**config.mk**
```make
export PLATFORM = sky130hd
export DESIGN_NAME = vtt_top
export DESIGN_NICKNAME = d
export VERILOG_FILES = /design/src/vtt_pkg.sv /design/src/vtt_top.sv
export VERILOG_INCLUDE_DIRS = /design/src
export SDC_FILE = /design/constraint.sdc
export NUM_CORES = 1
export LEC_CHECK = 0
export ABC_AREA = 1
export BUFFER_PORTS_ARGS = -buffer_cell sky130_fd_sc_hd__buf_4
export CAP_MARGIN = 10
export CORE_AREA = 4 4 135 137
export DETAILED_ROUTE_END_ITERATION = 12
export DIE_AREA = 0 0 139 141
export HOLD_SLACK_MARGIN = 0.08
export PLACE_DENSITY = 0.68
export SKIP_CTS_REPAIR_TIMING = 1
export SLEW_MARGIN = 20
export SYNTH_ARGS = -nofsm -noshare
export SYNTH_HDL_FRONTEND = slang
export SYNTH_SLANG_ARGS = --single-unit
```
**constraint.sdc**
```tcl
create_clock -name aclk -period 4.7 [get_ports aclk]
set_clock_uncertainty 0.2 [all_clocks]
set_input_delay 0.705 -clock aclk [delete_from_list [all_inputs] [get_ports aclk]]
set_output_delay 0.705 -clock aclk [all_outputs]
set_load 0.02 [all_outputs]
```
**src/vtt_defs.svh**
```systemverilog
// Purpose: offsets, field positions, reset values and timing figures of the
//          voltage transition timing block
// Assumes: byte addresses on a 32-bit register bus
// Notes:   definitions only
`ifndef VTT_DEFS_SVH
`define VTT_DEFS_SVH

// ==========================================================================
// register offsets
`define VTT_OFS_CTL1          8'hD8
`define VTT_OFS_CTL2          8'hDC
`define VTT_OFS_SEQ           8'hE0

// ==========================================================================
// control one fields
`define VTT_LNK_DLY_MSB       27
`define VTT_LNK_DLY_LSB       24
`define VTT_ALT_SET_MSB       6
`define VTT_ALT_SET_LSB       4
`define VTT_VS_SET_MSB        2
`define VTT_VS_SET_LSB        0
`define VTT_LNK_DLY_RST       4'h0
`define VTT_ALT_SET_RST       3'h7
`define VTT_VS_SET_RST        3'h7

// ==========================================================================
// control two fields
`define VTT_NB_VID_MSB        18
`define VTT_NB_VID_LSB        12
`define VTT_MAX_PS_MSB        10
`define VTT_MAX_PS_LSB        8
`define VTT_ALT_VID_MSB       6
`define VTT_ALT_VID_LSB       0

// ==========================================================================
// sequence control and status fields
`define VTT_SEQ_ALT_EN        0
`define VTT_SEQ_TRI_EN        1
`define VTT_SEQ_RXLS_MSB      3
`define VTT_SEQ_RXLS_LSB      2
`define VTT_SEQ_ST_MSB        13
`define VTT_SEQ_ST_LSB        8
`define VTT_SEQ_VID_MSB       22
`define VTT_SEQ_VID_LSB       16
`define VTT_RXLS_ONE          2'h1

// ==========================================================================
// bus answers
`define VTT_RESP_OKAY         2'h0
`define VTT_RESP_SLVERR       2'h2

// ==========================================================================
// timing
`define VTT_CLK_NS            5
`define VTT_US_NS             1000
`define VTT_RX_EN_US          1
`define VTT_SETTLE_US0        10'h00A
`define VTT_SETTLE_US1        10'h014
`define VTT_SETTLE_US2        10'h01E
`define VTT_SETTLE_US3        10'h028
`define VTT_SETTLE_US4        10'h03C
`define VTT_SETTLE_US5        10'h064
`define VTT_SETTLE_US6        10'h0C8
`define VTT_SETTLE_US7        10'h1F4

`endif

```
**src/vtt_pkg.sv**
```systemverilog
// Purpose: types of the voltage transition timing block
// Assumes: nothing beyond the defines header
// Notes:   one-hot sequencer codes
package vtt_pkg;

  typedef enum logic [5:0]
  {
    ST_IDLE   = 6'h01,
    ST_RAMP   = 6'h02,
    ST_LOWPWR = 6'h04,
    ST_ALTSET = 6'h08,
    ST_VSSET  = 6'h10,
    ST_SPARE  = 6'h20
  } vtt_state_t;

  typedef struct packed {
    logic              awready;
    logic              wready;
    logic              aw_held;
    logic              w_held;
    logic [7:0]        awaddr;
    logic [31:0]       wdata;
    logic [3:0]        wstrb;
    logic              bvalid;
    logic [1:0]        bresp;
    logic              arready;
    logic              rvalid;
    logic [31:0]       rdata;
    logic [1:0]        rresp;
    logic [3:0]        lnk_dly;
    logic [2:0]        alt_set;
    logic [2:0]        vs_set;
    logic [6:0]        nb_vid;
    logic [2:0]        max_ps;
    logic [6:0]        alt_vid;
    logic              alt_en;
    logic              tri_en;
    logic [1:0]        rxls;
    vtt_state_t        state;
    logic              alt_used;
    logic [6:0]        core_vid;
    logic [6:0]        op_vid;
    logic              core_cmd;
    logic              nb_cmd;
    logic              ramp_req;
    logic              resume;
    logic              fid_go;
    logic [9:0]        set_us;
    logic [7:0]        set_pre;
    logic              ls_s1;
    logic              ls_s2;
    logic              ls_prev;
    logic              lnk_run;
    logic [4:0]        lnk_us;
    logic [7:0]        lnk_pre;
    logic              rx_en;
    logic              ctl_en;
  } vtt_state_reg_t;

endpackage

```
**src/vtt_top.sv**
```systemverilog
// Purpose: voltage and clock transition timing with an AXI4-Lite register port
// Assumes: lp_enter, lp_exit, clk_ramped and vid_req come from aclk logic;
//          link_stop_n is a pin; perf_state_enable is stable around reset
// Notes:   a numerically smaller voltage identifier means a higher voltage
//
// Functional notes
// supply core and northbridge ids; alt on lowpower
// exit: restore id, settle, then resume
// ramp clocks down before issuing alternate id
// link delay field, reset zero, microsecond units
// hold link control until delay elapsed; the code holds only with tri_en set and rxls above one
// link receiver enabled one microsecond after stop
// alternate settle field, reset all ones
// voltage settle before frequency change, reset ones
// settle codes decode to 10..500 microseconds
// no wait after a lowering command
// northbridge changes only on differing write
// max performance index from highest enable
// alternate id drives core during lowpower
// software keeps alternate id within limits
// microsecond counter holds next step until expiry
`include "vtt_defs.svh"
`timescale 1ns/100ps
`default_nettype none

module vtt_top
#(
  parameter logic [6:0] ALT_VID_RST = 7'h40,
  parameter logic [6:0] NB_VID_RST  = 7'h40,
  parameter logic [6:0] OP_VID_RST  = 7'h30
)
(
  input  wire logic        aclk,
  input  wire logic        aresetn,
  input  wire logic        s_axi_awvalid,
  output var  logic        s_axi_awready,
  input  wire logic [7:0]  s_axi_awaddr,
  input  wire logic        s_axi_wvalid,
  output var  logic        s_axi_wready,
  input  wire logic [31:0] s_axi_wdata,
  input  wire logic [3:0]  s_axi_wstrb,
  output var  logic        s_axi_bvalid,
  input  wire logic        s_axi_bready,
  output var  logic [1:0]  s_axi_bresp,
  input  wire logic        s_axi_arvalid,
  output var  logic        s_axi_arready,
  input  wire logic [7:0]  s_axi_araddr,
  output var  logic        s_axi_rvalid,
  input  wire logic        s_axi_rready,
  output var  logic [31:0] s_axi_rdata,
  output var  logic [1:0]  s_axi_rresp,
  input  wire logic        lp_enter,
  input  wire logic        lp_exit,
  input  wire logic        clk_ramped,
  input  wire logic        vid_req,
  input  wire logic [6:0]  vid_req_value,
  input  wire logic [7:0]  perf_state_enable,
  input  wire logic        link_stop_n,
  output var  logic [6:0]  core_voltage_id,
  output var  logic [6:0]  northbridge_voltage_id,
  output var  logic        core_cmd_stb,
  output var  logic        nb_cmd_stb,
  output var  logic        clk_ramp_req,
  output var  logic        exec_resume,
  output var  logic        fid_change_go,
  output var  logic        link_rx_en,
  output var  logic        link_control_signal
);
  import vtt_pkg::*;

  localparam int unsigned CYC_PER_US = `VTT_US_NS / `VTT_CLK_NS;
  localparam logic [7:0]  PRE_LOAD   = 8'(CYC_PER_US - 1);

  vtt_state_reg_t s_r;
  vtt_state_reg_t s_nxt;

  // ==========================================================================
  // helpers
  // settle code decode
  function automatic logic [9:0] settle_us(input logic [2:0] code);
    case (code)
      3'h0:    settle_us = `VTT_SETTLE_US0;
      3'h1:    settle_us = `VTT_SETTLE_US1;
      3'h2:    settle_us = `VTT_SETTLE_US2;
      3'h3:    settle_us = `VTT_SETTLE_US3;
      3'h4:    settle_us = `VTT_SETTLE_US4;
      3'h5:    settle_us = `VTT_SETTLE_US5;
      3'h6:    settle_us = `VTT_SETTLE_US6;
      default: settle_us = `VTT_SETTLE_US7;
    endcase
  endfunction

  function automatic logic [31:0] merge(input logic [31:0] old, input logic [31:0] dat,
                                        input logic [3:0] strb);
    merge = old;
    for (int i = 0; i < 4; i++)
    begin
      if (strb[i])
        merge[i*8 +: 8] = dat[i*8 +: 8];
    end
  endfunction

  // highest enabled performance state, zero if none
  function automatic logic [2:0] top_ps(input logic [7:0] en);
    top_ps = 3'h0;
    for (int i = 0; i < 8; i++)
    begin
      if (en[i])
        top_ps = 3'(i);
    end
  endfunction

  // ==========================================================================
  // next state
  always_comb
  begin
    logic [31:0] img1;
    logic [31:0] img2;
    logic [31:0] img3;
    logic [31:0] wm;
    logic        gated;
    img1  = 32'h0;
    img2  = 32'h0;
    img3  = 32'h0;
    wm    = 32'h0;
    gated = 1'b0;
    s_nxt = s_r;
    img1[`VTT_LNK_DLY_MSB:`VTT_LNK_DLY_LSB] = s_r.lnk_dly;
    img1[`VTT_ALT_SET_MSB:`VTT_ALT_SET_LSB] = s_r.alt_set;
    img1[`VTT_VS_SET_MSB:`VTT_VS_SET_LSB]   = s_r.vs_set;
    img2[`VTT_NB_VID_MSB:`VTT_NB_VID_LSB]   = s_r.nb_vid;
    img2[`VTT_MAX_PS_MSB:`VTT_MAX_PS_LSB]   = s_r.max_ps;
    img2[`VTT_ALT_VID_MSB:`VTT_ALT_VID_LSB] = s_r.alt_vid;
    img3[`VTT_SEQ_ALT_EN]                   = s_r.alt_en;
    img3[`VTT_SEQ_TRI_EN]                   = s_r.tri_en;
    img3[`VTT_SEQ_RXLS_MSB:`VTT_SEQ_RXLS_LSB] = s_r.rxls;
    img3[`VTT_SEQ_ST_MSB:`VTT_SEQ_ST_LSB]   = s_r.state;
    img3[`VTT_SEQ_VID_MSB:`VTT_SEQ_VID_LSB] = s_r.core_vid;
    s_nxt.core_cmd = 1'b0;
    s_nxt.nb_cmd   = 1'b0;
    s_nxt.resume   = 1'b0;
    s_nxt.fid_go   = 1'b0;

    // bus write: address and data taken in either order
    if (s_axi_awvalid && s_r.awready)
    begin
      s_nxt.aw_held = 1'b1;
      s_nxt.awaddr  = s_axi_awaddr;
      s_nxt.awready = 1'b0;
    end
    if (s_axi_wvalid && s_r.wready)
    begin
      s_nxt.w_held = 1'b1;
      s_nxt.wdata  = s_axi_wdata;
      s_nxt.wstrb  = s_axi_wstrb;
      s_nxt.wready = 1'b0;
    end
    if (s_r.aw_held && s_r.w_held)
    begin
      s_nxt.aw_held = 1'b0;
      s_nxt.w_held  = 1'b0;
      s_nxt.bvalid  = 1'b1;
      s_nxt.bresp   = `VTT_RESP_OKAY;
      case (s_r.awaddr)
        `VTT_OFS_CTL1:
        begin
          wm = merge(img1, s_r.wdata, s_r.wstrb);
          // writable timing fields
          s_nxt.lnk_dly = wm[`VTT_LNK_DLY_MSB:`VTT_LNK_DLY_LSB];
          s_nxt.alt_set = wm[`VTT_ALT_SET_MSB:`VTT_ALT_SET_LSB];
          s_nxt.vs_set  = wm[`VTT_VS_SET_MSB:`VTT_VS_SET_LSB];
        end
        `VTT_OFS_CTL2:
        begin
          wm = merge(img2, s_r.wdata, s_r.wstrb);
          s_nxt.max_ps  = wm[`VTT_MAX_PS_MSB:`VTT_MAX_PS_LSB];
          s_nxt.alt_vid = wm[`VTT_ALT_VID_MSB:`VTT_ALT_VID_LSB];
          // command only on a changed value
          if (wm[`VTT_NB_VID_MSB:`VTT_NB_VID_LSB] != s_r.nb_vid)
          begin
            s_nxt.nb_vid = wm[`VTT_NB_VID_MSB:`VTT_NB_VID_LSB];
            s_nxt.nb_cmd = 1'b1;
          end
        end
        `VTT_OFS_SEQ:
        begin
          wm = merge(img3, s_r.wdata, s_r.wstrb);
          s_nxt.alt_en = wm[`VTT_SEQ_ALT_EN];
          s_nxt.tri_en = wm[`VTT_SEQ_TRI_EN];
          s_nxt.rxls   = wm[`VTT_SEQ_RXLS_MSB:`VTT_SEQ_RXLS_LSB];
        end
        default: s_nxt.bresp = `VTT_RESP_SLVERR;
      endcase
    end
    if (s_r.bvalid && s_axi_bready)
    begin
      s_nxt.bvalid  = 1'b0;
      s_nxt.awready = 1'b1;
      s_nxt.wready  = 1'b1;
    end

    // bus read
    if (s_axi_arvalid && s_r.arready)
    begin
      s_nxt.arready = 1'b0;
      s_nxt.rvalid  = 1'b1;
      s_nxt.rresp   = `VTT_RESP_OKAY;
      case (s_axi_araddr)
        `VTT_OFS_CTL1: s_nxt.rdata = img1;
        `VTT_OFS_CTL2: s_nxt.rdata = img2;
        `VTT_OFS_SEQ:  s_nxt.rdata = img3;
        default:
        begin
          s_nxt.rdata = 32'h0;
          s_nxt.rresp = `VTT_RESP_SLVERR;
        end
      endcase
    end
    if (s_r.rvalid && s_axi_rready)
    begin
      s_nxt.rvalid  = 1'b0;
      s_nxt.arready = 1'b1;
    end

    // microsecond settle counter
    if (s_r.set_pre == 8'h0)
    begin
      s_nxt.set_pre = PRE_LOAD;
      if (s_r.set_us != 10'h0)
        s_nxt.set_us = s_r.set_us - 10'h1;
    end
    else
      s_nxt.set_pre = s_r.set_pre - 8'h1;
    gated = (s_r.set_us == 10'h1) && (s_r.set_pre == 8'h0);

    // core voltage sequencer
    case (s_r.state)
      ST_IDLE:
      begin
        if (lp_enter && s_r.alt_en)
        begin
          // clocks down first
          s_nxt.ramp_req = 1'b1;
          s_nxt.state    = ST_RAMP;
        end
        else if (lp_enter)
        begin
          s_nxt.alt_used = 1'b0;
          s_nxt.state    = ST_LOWPWR;
        end
        else if (vid_req)
        begin
          s_nxt.op_vid   = vid_req_value;
          s_nxt.core_vid = vid_req_value;
          s_nxt.core_cmd = 1'b1;
          // raising command waits before frequency change
          if (vid_req_value < s_r.core_vid)
          begin
            s_nxt.set_us  = settle_us(s_r.vs_set);
            s_nxt.set_pre = PRE_LOAD;
            s_nxt.state   = ST_VSSET;
          end
          else
            // lowering command, no wait
            s_nxt.fid_go = 1'b1;
        end
      end
      ST_RAMP:
      begin
        if (clk_ramped)
        begin
          // alternate id onto the core plane
          s_nxt.core_vid = s_r.alt_vid;
          s_nxt.core_cmd = 1'b1;
          s_nxt.alt_used = 1'b1;
          s_nxt.state    = ST_LOWPWR;
        end
      end
      ST_LOWPWR:
      begin
        if (lp_exit && s_r.alt_used)
        begin
          // restore operating id, then settle
          s_nxt.core_vid = s_r.op_vid;
          s_nxt.core_cmd = 1'b1;
          s_nxt.set_us   = settle_us(s_r.alt_set);
          s_nxt.set_pre  = PRE_LOAD;
          s_nxt.state    = ST_ALTSET;
        end
        else if (lp_exit)
        begin
          s_nxt.resume = 1'b1;
          s_nxt.state  = ST_IDLE;
        end
      end
      ST_ALTSET:
      begin
        // resume only after the settle time
        if (gated)
        begin
          s_nxt.ramp_req = 1'b0;
          s_nxt.resume   = 1'b1;
          s_nxt.state    = ST_IDLE;
        end
      end
      ST_VSSET:
      begin
        if (gated)
        begin
          s_nxt.fid_go = 1'b1;
          s_nxt.state  = ST_IDLE;
        end
      end
      default: s_nxt.state = ST_IDLE;
    endcase

    // link start timing; link_stop_n passes two flops first
    s_nxt.ls_s1   = link_stop_n;
    s_nxt.ls_s2   = s_r.ls_s1;
    s_nxt.ls_prev = s_r.ls_s2;
    if (!s_r.ls_s2)
    begin
      s_nxt.lnk_run = 1'b0;
      s_nxt.rx_en   = 1'b0;
      s_nxt.ctl_en  = 1'b0;
    end
    else if (!s_r.ls_prev)
    begin
      s_nxt.lnk_run = 1'b1;
      s_nxt.lnk_us  = 5'h0;
      s_nxt.lnk_pre = PRE_LOAD;
    end
    else if (s_r.lnk_run)
    begin
      if (s_r.lnk_pre == 8'h0)
      begin
        s_nxt.lnk_pre = PRE_LOAD;
        s_nxt.lnk_us  = s_r.lnk_us + 5'h1;
      end
      else
        s_nxt.lnk_pre = s_r.lnk_pre - 8'h1;
      // receiver one microsecond after release
      if (s_r.lnk_us >= 5'(`VTT_RX_EN_US))
        s_nxt.rx_en = 1'b1;
      // hold control for the programmed delay when tri_en is set and rxls is above one
      if (!(s_r.tri_en && s_r.rxls > `VTT_RXLS_ONE) || (s_r.lnk_us >= {1'b0, s_r.lnk_dly}))
        s_nxt.ctl_en = 1'b1;
      if (s_r.rx_en && s_r.ctl_en)
        s_nxt.lnk_run = 1'b0;
    end

    if (!aresetn)
    begin
      s_nxt          = '0;
      s_nxt.awready  = 1'b1;
      s_nxt.wready   = 1'b1;
      s_nxt.arready  = 1'b1;
      s_nxt.lnk_dly  = `VTT_LNK_DLY_RST;
      s_nxt.alt_set  = `VTT_ALT_SET_RST;
      s_nxt.vs_set   = `VTT_VS_SET_RST;
      s_nxt.nb_vid   = NB_VID_RST;
      s_nxt.alt_vid  = ALT_VID_RST;
      s_nxt.core_vid = OP_VID_RST;
      s_nxt.op_vid   = OP_VID_RST;
      s_nxt.state    = ST_IDLE;
      s_nxt.set_pre  = PRE_LOAD;
      // strap caught on the clocked reset
      s_nxt.max_ps   = top_ps(perf_state_enable);
    end
  end

  always_ff @(posedge aclk)
  begin
    s_r <= s_nxt;
  end

  // ==========================================================================
  // outputs
  assign s_axi_awready          = s_r.awready;
  assign s_axi_wready           = s_r.wready;
  assign s_axi_bvalid           = s_r.bvalid;
  assign s_axi_bresp            = s_r.bresp;
  assign s_axi_arready          = s_r.arready;
  assign s_axi_rvalid           = s_r.rvalid;
  assign s_axi_rdata            = s_r.rdata;
  assign s_axi_rresp            = s_r.rresp;
  assign core_voltage_id        = s_r.core_vid;
  assign northbridge_voltage_id = s_r.nb_vid;
  assign core_cmd_stb           = s_r.core_cmd;
  assign nb_cmd_stb             = s_r.nb_cmd;
  assign clk_ramp_req           = s_r.ramp_req;
  assign exec_resume            = s_r.resume;
  assign fid_change_go          = s_r.fid_go;
  assign link_rx_en             = s_r.rx_en;
  assign link_control_signal    = s_r.ctl_en;

  // ==========================================================================
  // checks
  logic [19:0] ast_cnt_r;
  logic [19:0] ast_lcnt_r;
  always_ff @(posedge aclk)
  begin
    ast_cnt_r  <= (s_r.state == ST_ALTSET || s_r.state == ST_VSSET) ? ast_cnt_r + 20'h1 : 20'h0;
    ast_lcnt_r <= (s_r.ls_s2 && !s_r.ls_prev) ? 20'h1 : ast_lcnt_r + 20'h1;
  end
endmodule

`default_nettype wire

```
# After elaboration in Yosys (flattened, before gate mapping)
# Index checks and enable logic that the tools add are counted.
# totals
register_bits	177
input_bits	79
out_inout_bits	62
word_cells	214
# classes
addsub	4
magnitude_cmp	4
n_eq_ne	42
n_mux	76
bitwise_logic	3
n_reduce_logical	44
# op_table
cell	count
9-bit one-hot mux with 7 select lines	2
28-bit one-hot mux with 3 select lines	1
77-bit two-way mux	1
19-bit two-way mux	3
8-bit equality test, second input constant	6
14-bit two-way mux	3
6-bit two-way mux	7
8-bit two-way mux	5
18-bit two-way mux	2
18-bit one-hot mux with 2 select lines	1
3-bit AND reduction	11
16-bit two-way mux	2
10-bit two-way mux	3
15-bit two-way mux	2
3-bit two-way mux	9
6-bit one-hot mux with 4 select lines	1
7-bit two-way mux	3
7-bit one-hot mux with 3 select lines	1
3-bit equality test, second input constant	6
2-bit != test, second input constant	9
8-bit logical NOT	2
1-bit two-way mux	16
8-bit by 1-bit subtractor with 8-bit output, second input constant	2
13-bit two-way mux	1
37 further kinds	74

# Longest topological paths before layout
# Gate-level depths: netlist of the first run.
# logic_depth
word_depth	9
ltp_mapped	14
ltp_nobuf	14

# Worst setup path after synthesis of the first run
# OpenSTA, ideal clock, no wires.
# synth_timing
path_kind	in2reg
startpoint	input vid_req_value[6]
endpoint	register s_r[30] (netlist name)
arrival_time_ps	1895
required_ps	4372
path_slack_ps	2477
stages	10
cell_sequence	ha_1 > a21o_1 > nor2_1 > nand2_1 > nor2_8 > nor2_4 > nand2_4 > inv_4 > nand2_1 > o21ai_1
# synth_between
elab_chain_len	6
# synth_rtl
item	line_no	rtl
start, declared	vtt_top.sv:56	input wire logic [6:0] vid_req_value,
7-bit < comparator	vtt_top.sv:257	if (vid_req_value < s_r.core_vid)
18-bit two-way mux	vtt_top.sv:257	
19-bit two-way mux	vtt_top.sv:251	else if (vid_req)
19-bit two-way mux	vtt_top.sv:246	else if (lp_enter)
19-bit two-way mux	vtt_top.sv:240	if (lp_enter && s_r.alt_en)
18-bit one-hot mux with 2 select lines	vtt_top.sv:237	case (s_r.state)
end signal, assigned	vtt_top.sv:374	s_r <= s_nxt;
end, declared	vtt_top.sv:74	vtt_state_reg_t s_r;
# No other way between the ends.
# A chain may end at the register's enable or synchronous reset.

# Final worst setup path of the first run
# layout_timing
startpoint	register s_r[19] (netlist name)
endpoint	register s_r[31] (netlist name)
# layout_between
elab_chain_len	7
word_cells_on_any_way	8
# layout_rtl
item	line_no	rtl
8-bit logical NOT *	vtt_top.sv:226	if (s_r.set_pre == 8'h0)
10-bit two-way mux *	vtt_top.sv:226	
18-bit two-way mux	vtt_top.sv:257	
19-bit two-way mux	vtt_top.sv:251	
19-bit two-way mux	vtt_top.sv:246	
19-bit two-way mux	vtt_top.sv:240	
18-bit one-hot mux with 2 select lines *	vtt_top.sv:237	
# Every way passes the cells marked *; elsewhere a longest branch is shown, timed or not.

==> results.cfg, run 1 <==
[timing]
fin_crit_ps = 2190
tns_ps = 0
tightest_slew_ps = 691
clock.fmax_mhz = 457
slew_headroom_pct = 53.9
rsz0062_at_grt = false
drv_slew = 0
setup_viol = 0
period_share_pct = 46.5
hold_viol_final = 0

[critical_path]
crit_chain = inv_1 > ha_1 > nand2_1 > nor2_2 > nand2_2 > nor2_1 > nand2_1 > xor2_1 > nand2_1 > nand2_1
crit-reg2reg-launch = s_r[19]
worstReg2RegEnd = s_r[31]
crit_path_end_kind = flip-flop
ff2ff_path_depth = 10
path_class = flip-flop to flip-flop
cp_common_cell = nand2_1
worstPathRequired_ps = 4830
max_stage_delay_ps = 430
arrival_ps = 2320
r2r_slack_ps = 2510
crit_slowest_cell = nor2_2
cp_max_fo = 11
critPathLaunchType = flip-flop

[power_and_ir_drop]
powerDensity_nw_per_um2 = 371
p_leak_nw = 4.29
power.total_mw = 3.42
power_switching_mw = 0.981
combinationalPowerShare_pct = 15.3
clkPwrFrac_pct = 40.9
irDropWorstVdd_v = 0.000270
p_sw_share_pct = 28.6
p_int_mw = 2.44
seqPwrFrac_pct = 43.8

[synth]
synthAdderAreaFrac_pct = 2.70
muxShareOfSynthArea_pct = 0
yosys-top-cells-area = dfxtp_1 40%, nand2_1 9.3%, o21ai_0 8.3%
synth_common_cells = 195 x nand2_1, 158 x dfxtp_1, 138 x nor2_1, 130 x o21ai_0, 126 x inv_1
synth_most_common_cell = nand2_1
async_reset_ff_share_pct = 0
synth.distinct_cells = 51
yosys_warnings = 0
synthSimpleGateAreaFrac_pct = 24.1
synth-edff-count = 3
synth_compound_area_share_pct = 17.7
netlist.area_leader.share_pct = 40.1
syn-cell-area_sq_um = 7880
synthFlopType = dfxtp_1
synth_top_family_by_area = simple AND/OR/NAND/NOR gates
yosysTopAreaCell = dfxtp_1
netlist_instances = 1094
synth_area_per_cell_sq_um = 7.20
synth_seq_cells = 161
seq_area_frac_synth_pct = 41.3
synth-xor-area-share_pct = 1.33

[finish]
multiInputGateArea_sq_um = 3650
ff_latch_area_sq_um = 3250
n_antenna_cell = 0
instances_no_fill = 1401
n_fill_cell = 1644
fin_nets = 1260
final_util_pct = 54.0
design_area_sq_um = 9220
layout-drive-gt1-share_pct = 15.9
area_growth_pct = 17.0

[route]
wl_um = 19600
vias = 7078
drc = 0
first_pass_iters = 5
drt-vias-per-instance = 5.05
postRouteAntennaNets = 0
drt_iter0_drc = 588
wl_per_cell_um = 14.0

[placement]
place.gp.congestion = 0.872
dp_cells = 1370
port_buffers = 120
placed_area_sq_um = 8630
hpwl_um = 14200

[floorplanning]
start_util_pct = 46.2
dieArea_sq_um = 19600
core_sq_um = 17100
die_width_um = 139
ios = 141
die_y_um = 141
num_rows = 48

[cts]
clk_pin_slew_ps = 60
tritoncts = done
insertion_delay_ps = 430
clock-sinks = 161
cts_buffers = 17
cts-root-buf = clkbuf_16
clockBufferDepth = 2
cts_max_level = 4

[hold_path]
min_path_cells = 2
hold_path_end = s_r[17]
hold_start = s_r[18]
hold_class = flip-flop to flip-flop

[run]
drv_cap = 0

[status]
status = completed

[global_route]
grt_util_all_layers_pct = 19.8
antenna_found_initial = 0
grt_pass1_vias = 6441
grt_pass1_wl_um = 31700
gr-total-overflow = 0
grt_max_degree = 71
==> layer usage <==
layer,share of wire [%],global-route usage [%],vias up,routed length [um]
met2,44,30.7,218,8670
li1,-,-,3651,-
met3,5.9,4.10,22,1160
met5,0,0,-,0
met4,1.7,6.39,0,337
met1,48,27.7,3187,9470
==> worst max-delay path: cells and delay by family (launching register included) <==
| kind | cells | cell delay, ps |
|---|---|---|
| fa+ha+maj | 1 | 190 |
| xor+xnor | 1 | 150 |
| flops | 1 | 310 |
| simple gates | 7 | 1170 |
| buf+inv | 1 | 70 |
==> how the worst max path moves through the flow <==
| stage | startpoint | end | slack [ps] | depth (start not counted) |
|---|---|---|---|---|
| 6_report | s_r[19] | s_r[31] | 2510 | 10 |
| 5_1_grt | s_r[20] | s_r[61] | 2290 | 9 |
| 4_1_cts | s_axi_arready | s_axi_rdata[14] | 2540 | 5 |
| 3_5_place_dp | s_axi_arvalid | s_axi_rdata[14] | 2090 | 6 |
| 3_3_place_gp | s_axi_arvalid | s_axi_rdata[13] | 2130 | 6 |
| 2_1_floorplan | vid_req_value[6] | s_r[30] | 2480 | 10 |
==> sequential cells by signal (all words and copies together), names as in the netlist, 7 cells and up <==
name,count
core_voltage_id,7
northbridge_voltage_id,7
s_axi_rdata,26
s_r,107
==> kinds of logic after synthesis <==
| logic type | count (synthesis) |
|---|---|
| simple gates | 430 |
| compound gates | 258 |
| buf+inv | 215 |
| flops | 161 |
| fa+ha+maj | 17 |
| xor+xnor | 12 |
| other cells | 1 |
==> power groups by stage <==
stage / clock (mW) / combinational [mW] / sequential [mW]
after floorplan: 0 / 0.381 / 1.52
after global placement: 0 / 0.512 / 1.53
after detailed placement: 0 / 0.520 / 1.53
after CTS: 1.42 / 0.523 / 1.50
after global routing: 1.48 / 0.592 / 1.51
final: 1.40 / 0.524 / 1.50
==> area by class of cell <==
type / count / share of cell area, %
Timing Repair Buffer: 125 / 10.2
Inverter: 134 / 5.48
Multi-Input combinational cell: 725 / 39.6
Tap cell: 225 / 3.05
Sequential cell: 161 / 35.3
Clock buffer: 18 / 4.77
Clock inverter: 13 / 1.64
==> stage by stage <==
stage	setup slack, ps	hold WS, ps
floorplan	2480	184
global placement	2130	199
detailed placement	2090	214
CTS	2540	238
global route	2290	249
finish	2510	229
==> cells in the final DEF, fill, tap and decap left out, types with 9 or more instances in the layout <==
cell type / count
nand3_1: 41
ha_1: 17
buf_4: 125
nor3_1: 12
o21ai_0: 130
o22ai_1: 9
inv_1: 126
nor2_1: 138
xor2_1: 11
nand4_1: 13
nand2_1: 195
a21oi_1: 86
clkbuf_16: 17
dfxtp_1: 158
No activity file was read; power rests on OpenSTA's default activity.
==> inputs of run 2 (changes only) <==
--- a/config.mk
+++ b/config.mk
@@ -6,12 +6,12 @@
 export SDC_FILE = /design/constraint.sdc
 export NUM_CORES = 1
 export LEC_CHECK = 0
-export ABC_AREA = 1
+export ABC_AREA = 0
 export BUFFER_PORTS_ARGS = -buffer_cell sky130_fd_sc_hd__buf_4
 export CAP_MARGIN = 10
-export CORE_AREA = 4 4 135 137
+export CORE_AREA = 4 4 133 135
 export DETAILED_ROUTE_END_ITERATION = 12
-export DIE_AREA = 0 0 139 141
+export DIE_AREA = 0 0 137 139
 export HOLD_SLACK_MARGIN = 0.08
 export PLACE_DENSITY = 0.68
 export SKIP_CTS_REPAIR_TIMING = 1
==> constraint.sdc (replaced) <==
create_clock -name aclk -period 2.1 [get_ports aclk]
set_clock_uncertainty 0.2 [all_clocks]
set_input_delay 0.315 -clock aclk [delete_from_list [all_inputs] [get_ports aclk]]
set_output_delay 0.315 -clock aclk [all_outputs]
set_load 0.02 [all_outputs]
==> results.cfg, run 2 <==
[placement]
place_ws_ps = -344
hpwl_um = 14200
place.gp.congestion = 0.852
port_buffers = 120

[global_route]
gr-total-overflow = 0
antenna_found_initial = 0
grt_pass1_wl_um = 31100
grt_util_all_layers_pct = 20.1
grt_pass1_vias = 6387
grt_max_degree = 65

[timing]
rsz0062_at_grt = true
setup_viol = 28
tightest_slew_ps = 859
setup_slack_ps = -203
clock.fmax_mhz = 434
fin_crit_ps = 2300
drv_slew = 0
hold_viol_final = 0
slew_headroom_pct = 42.7
period_share_pct = 110

[floorplanning]
die_width_um = 137
core_sq_um = 16500
die_y_um = 139
ios = 141
num_rows = 47
dieArea_sq_um = 19000
start_util_pct = 46.1

[critical_path]
path_class = flip-flop to flip-flop
crit_slowest_cell = or4_1
arrival_ps = 2410
crit_path_end_kind = flip-flop
cp_num_buf_inv = 1
critPathTopFamily = compound AO/OA/AOI/OAI gates
cp_max_fo = 5
worstPathRequired_ps = 2210
max_stage_delay_ps = 390
crit_chain = inv_2 > ha_4 > and3_4 > a221o_1 > a31oi_4 > a21boi_2 > or4_1 > o211a_1
critPathLaunchType = flip-flop

[finish]
final_util_pct = 63.6
final_common_cell = buf_4
largest_register_ffs = 107
area_growth_pct = 38.0
fin_nets = 1195
n_fill_cell = 1362
regMostFlops = s_r
final_cell_mix = 204 x buf_4, 146 x dfxtp_1, 122 x nand2_1
n_antenna_cell = 0
layout-drive-gt1-share_pct = 29.5

[route]
drt-vias-per-instance = 5.32
first_pass_iters = 7
drt_iter0_drc = 386
drc = 0
wl_um = 21000
vias = 7080
wl_per_cell_um = 15.8
postRouteAntennaNets = 0

[cts]
cts_buffers = 17
clock-sinks = 161
cts_max_level = 4
clockBufferDepth = 2
cts-root-buf = clkbuf_16
insertion_delay_ps = 420
clk_pin_slew_ps = 60
tritoncts = done

[synth]
async_reset_ff_share_pct = 0
synth_most_common_cell = dfxtp_1
netlist.area_leader.share_pct = 41.7
muxShareOfSynthArea_pct = 3.37
syn-cell-area_sq_um = 7580
synthFlopType = dfxtp_1
seq_area_frac_synth_pct = 42.9
synth.distinct_cells = 73
yosysTopAreaCell = dfxtp_1
synthAdderAreaFrac_pct = 2.80
synth_seq_cells = 161
yosys-top-cells-area = dfxtp_1 42%, nand2_1 6.1%, a21oi_1 5.5%
synth_common_cells = 158 x dfxtp_1, 124 x nand2_1, 88 x nor2_1, 83 x a21oi_1, 56 x nand3_1
synth-edff-count = 3
synth_area_per_cell_sq_um = 8.39
synth_top_family_by_area = simple AND/OR/NAND/NOR gates
synth_compound_area_share_pct = 16.1
netlist_instances = 904
synth-xor-area-share_pct = 3.46
yosys_warnings = 0
synthSimpleGateAreaFrac_pct = 22.3

[power_and_ir_drop]
p_leak_nw = 4.35
irDropWorstVdd_v = 0.000821
powerDensity_nw_per_um2 = 883
power.total_mw = 9.25

[status]
violations = setup timing
status = finished with violations

[run]
drv_cap = 0

[hold_path]
hold_class = primary input to flip-flop
-- run 2: changes by cell type after synthesis, moves of 8 or more --
cell / delta
nand2_1: -71
xnor2_1: +10
inv_1: -97
a222oi_1: +10
a22oi_1: +12
nand2b_1: +9
clkbuf_1: +16
and2_1: +11
o21ai_0: -110
xor2_1: +8
nand3_1: +15
mux2i_1: +21
nor2_1: -50
-- run 2: layer usage --
layer | wire length, um | global-route usage (%) | up-vias
li1 | - | - | 3490
met1 | 8890 | 26.2 | 3376
met2 | 10900 | 32.6 | 194
met3 | 990 | 5.44 | 20
met4 | 223 | 5.99 | 0
met5 | 0 | 0 | -
-- run 2: cell type report --
class | instances | area (sq um) | share of cell area [%]
well taps | 220 | 275 | 2.63
flip-flops and latches | 161 | 3270 | 31.2
inverters | 30 | 114 | 1.09
clock inverters | 12 | 144 | 1.37
repair buffers | 267 | 2200 | 21.1
multi-input cells | 622 | 3990 | 38.1
clock buffers | 20 | 468 | 4.47
-- run 2: worst min-delay path: cells and delay by family --
| kind | cells | cell delay, ps |
|---|---|---|
| buffers and inverters | 2 | 210 |
| AND/OR/NAND/NOR | 2 | 140 |
-- run 2: logic make-up (layout without fill, tap and decap cells) --
kind of cell    Yosys count  after routing
fa+ha+maj                17             17
flops                   161            161
xor+xnor                 30             30
other cells               1              8
mux                      25             25
buf+inv                 128            329
compound gates          188            188
simple gates            354            354
-- run 2: path summary, 6_finish.rpt --
path                            cells past startpoint  endpoint  slack (ps)                from
worst max-delay path                                8   s_r[59]        -200  core_voltage_id[6]
worst min-delay path                                4   s_r[47]          80    vid_req_value[5]
worst max register to register                      8   s_r[59]        -200  core_voltage_id[6]
worst min register to register                      1   s_r[19]         230             s_r[19]
-- run 2: where the power goes --
group | internal [mW] | switching, mW | total, mW
Combinational | 1.32 | 1.28 | 2.59
Clock | 1.88 | 1.31 | 3.19
Sequential | 3.29 | 0.173 | 3.46
Total | 6.49 | 2.76 | 9.25
-- run 2: through the flow --
stage | area, sq um | std cells | setup TNS, ps | hold slack (ps)
final | 10500 | 1332 | -2720 | 77.2
after global routing | 10500 | 1332 | -4390 | 96.0
after CTS | 9520 | 1271 | -5560 | -129
after detailed placement | 8910 | 1239 | -6540 | 220
after global placement | 8910 | 1239 | -6410 | 214
after floorplan | 7630 | 911 | -1140 | 193
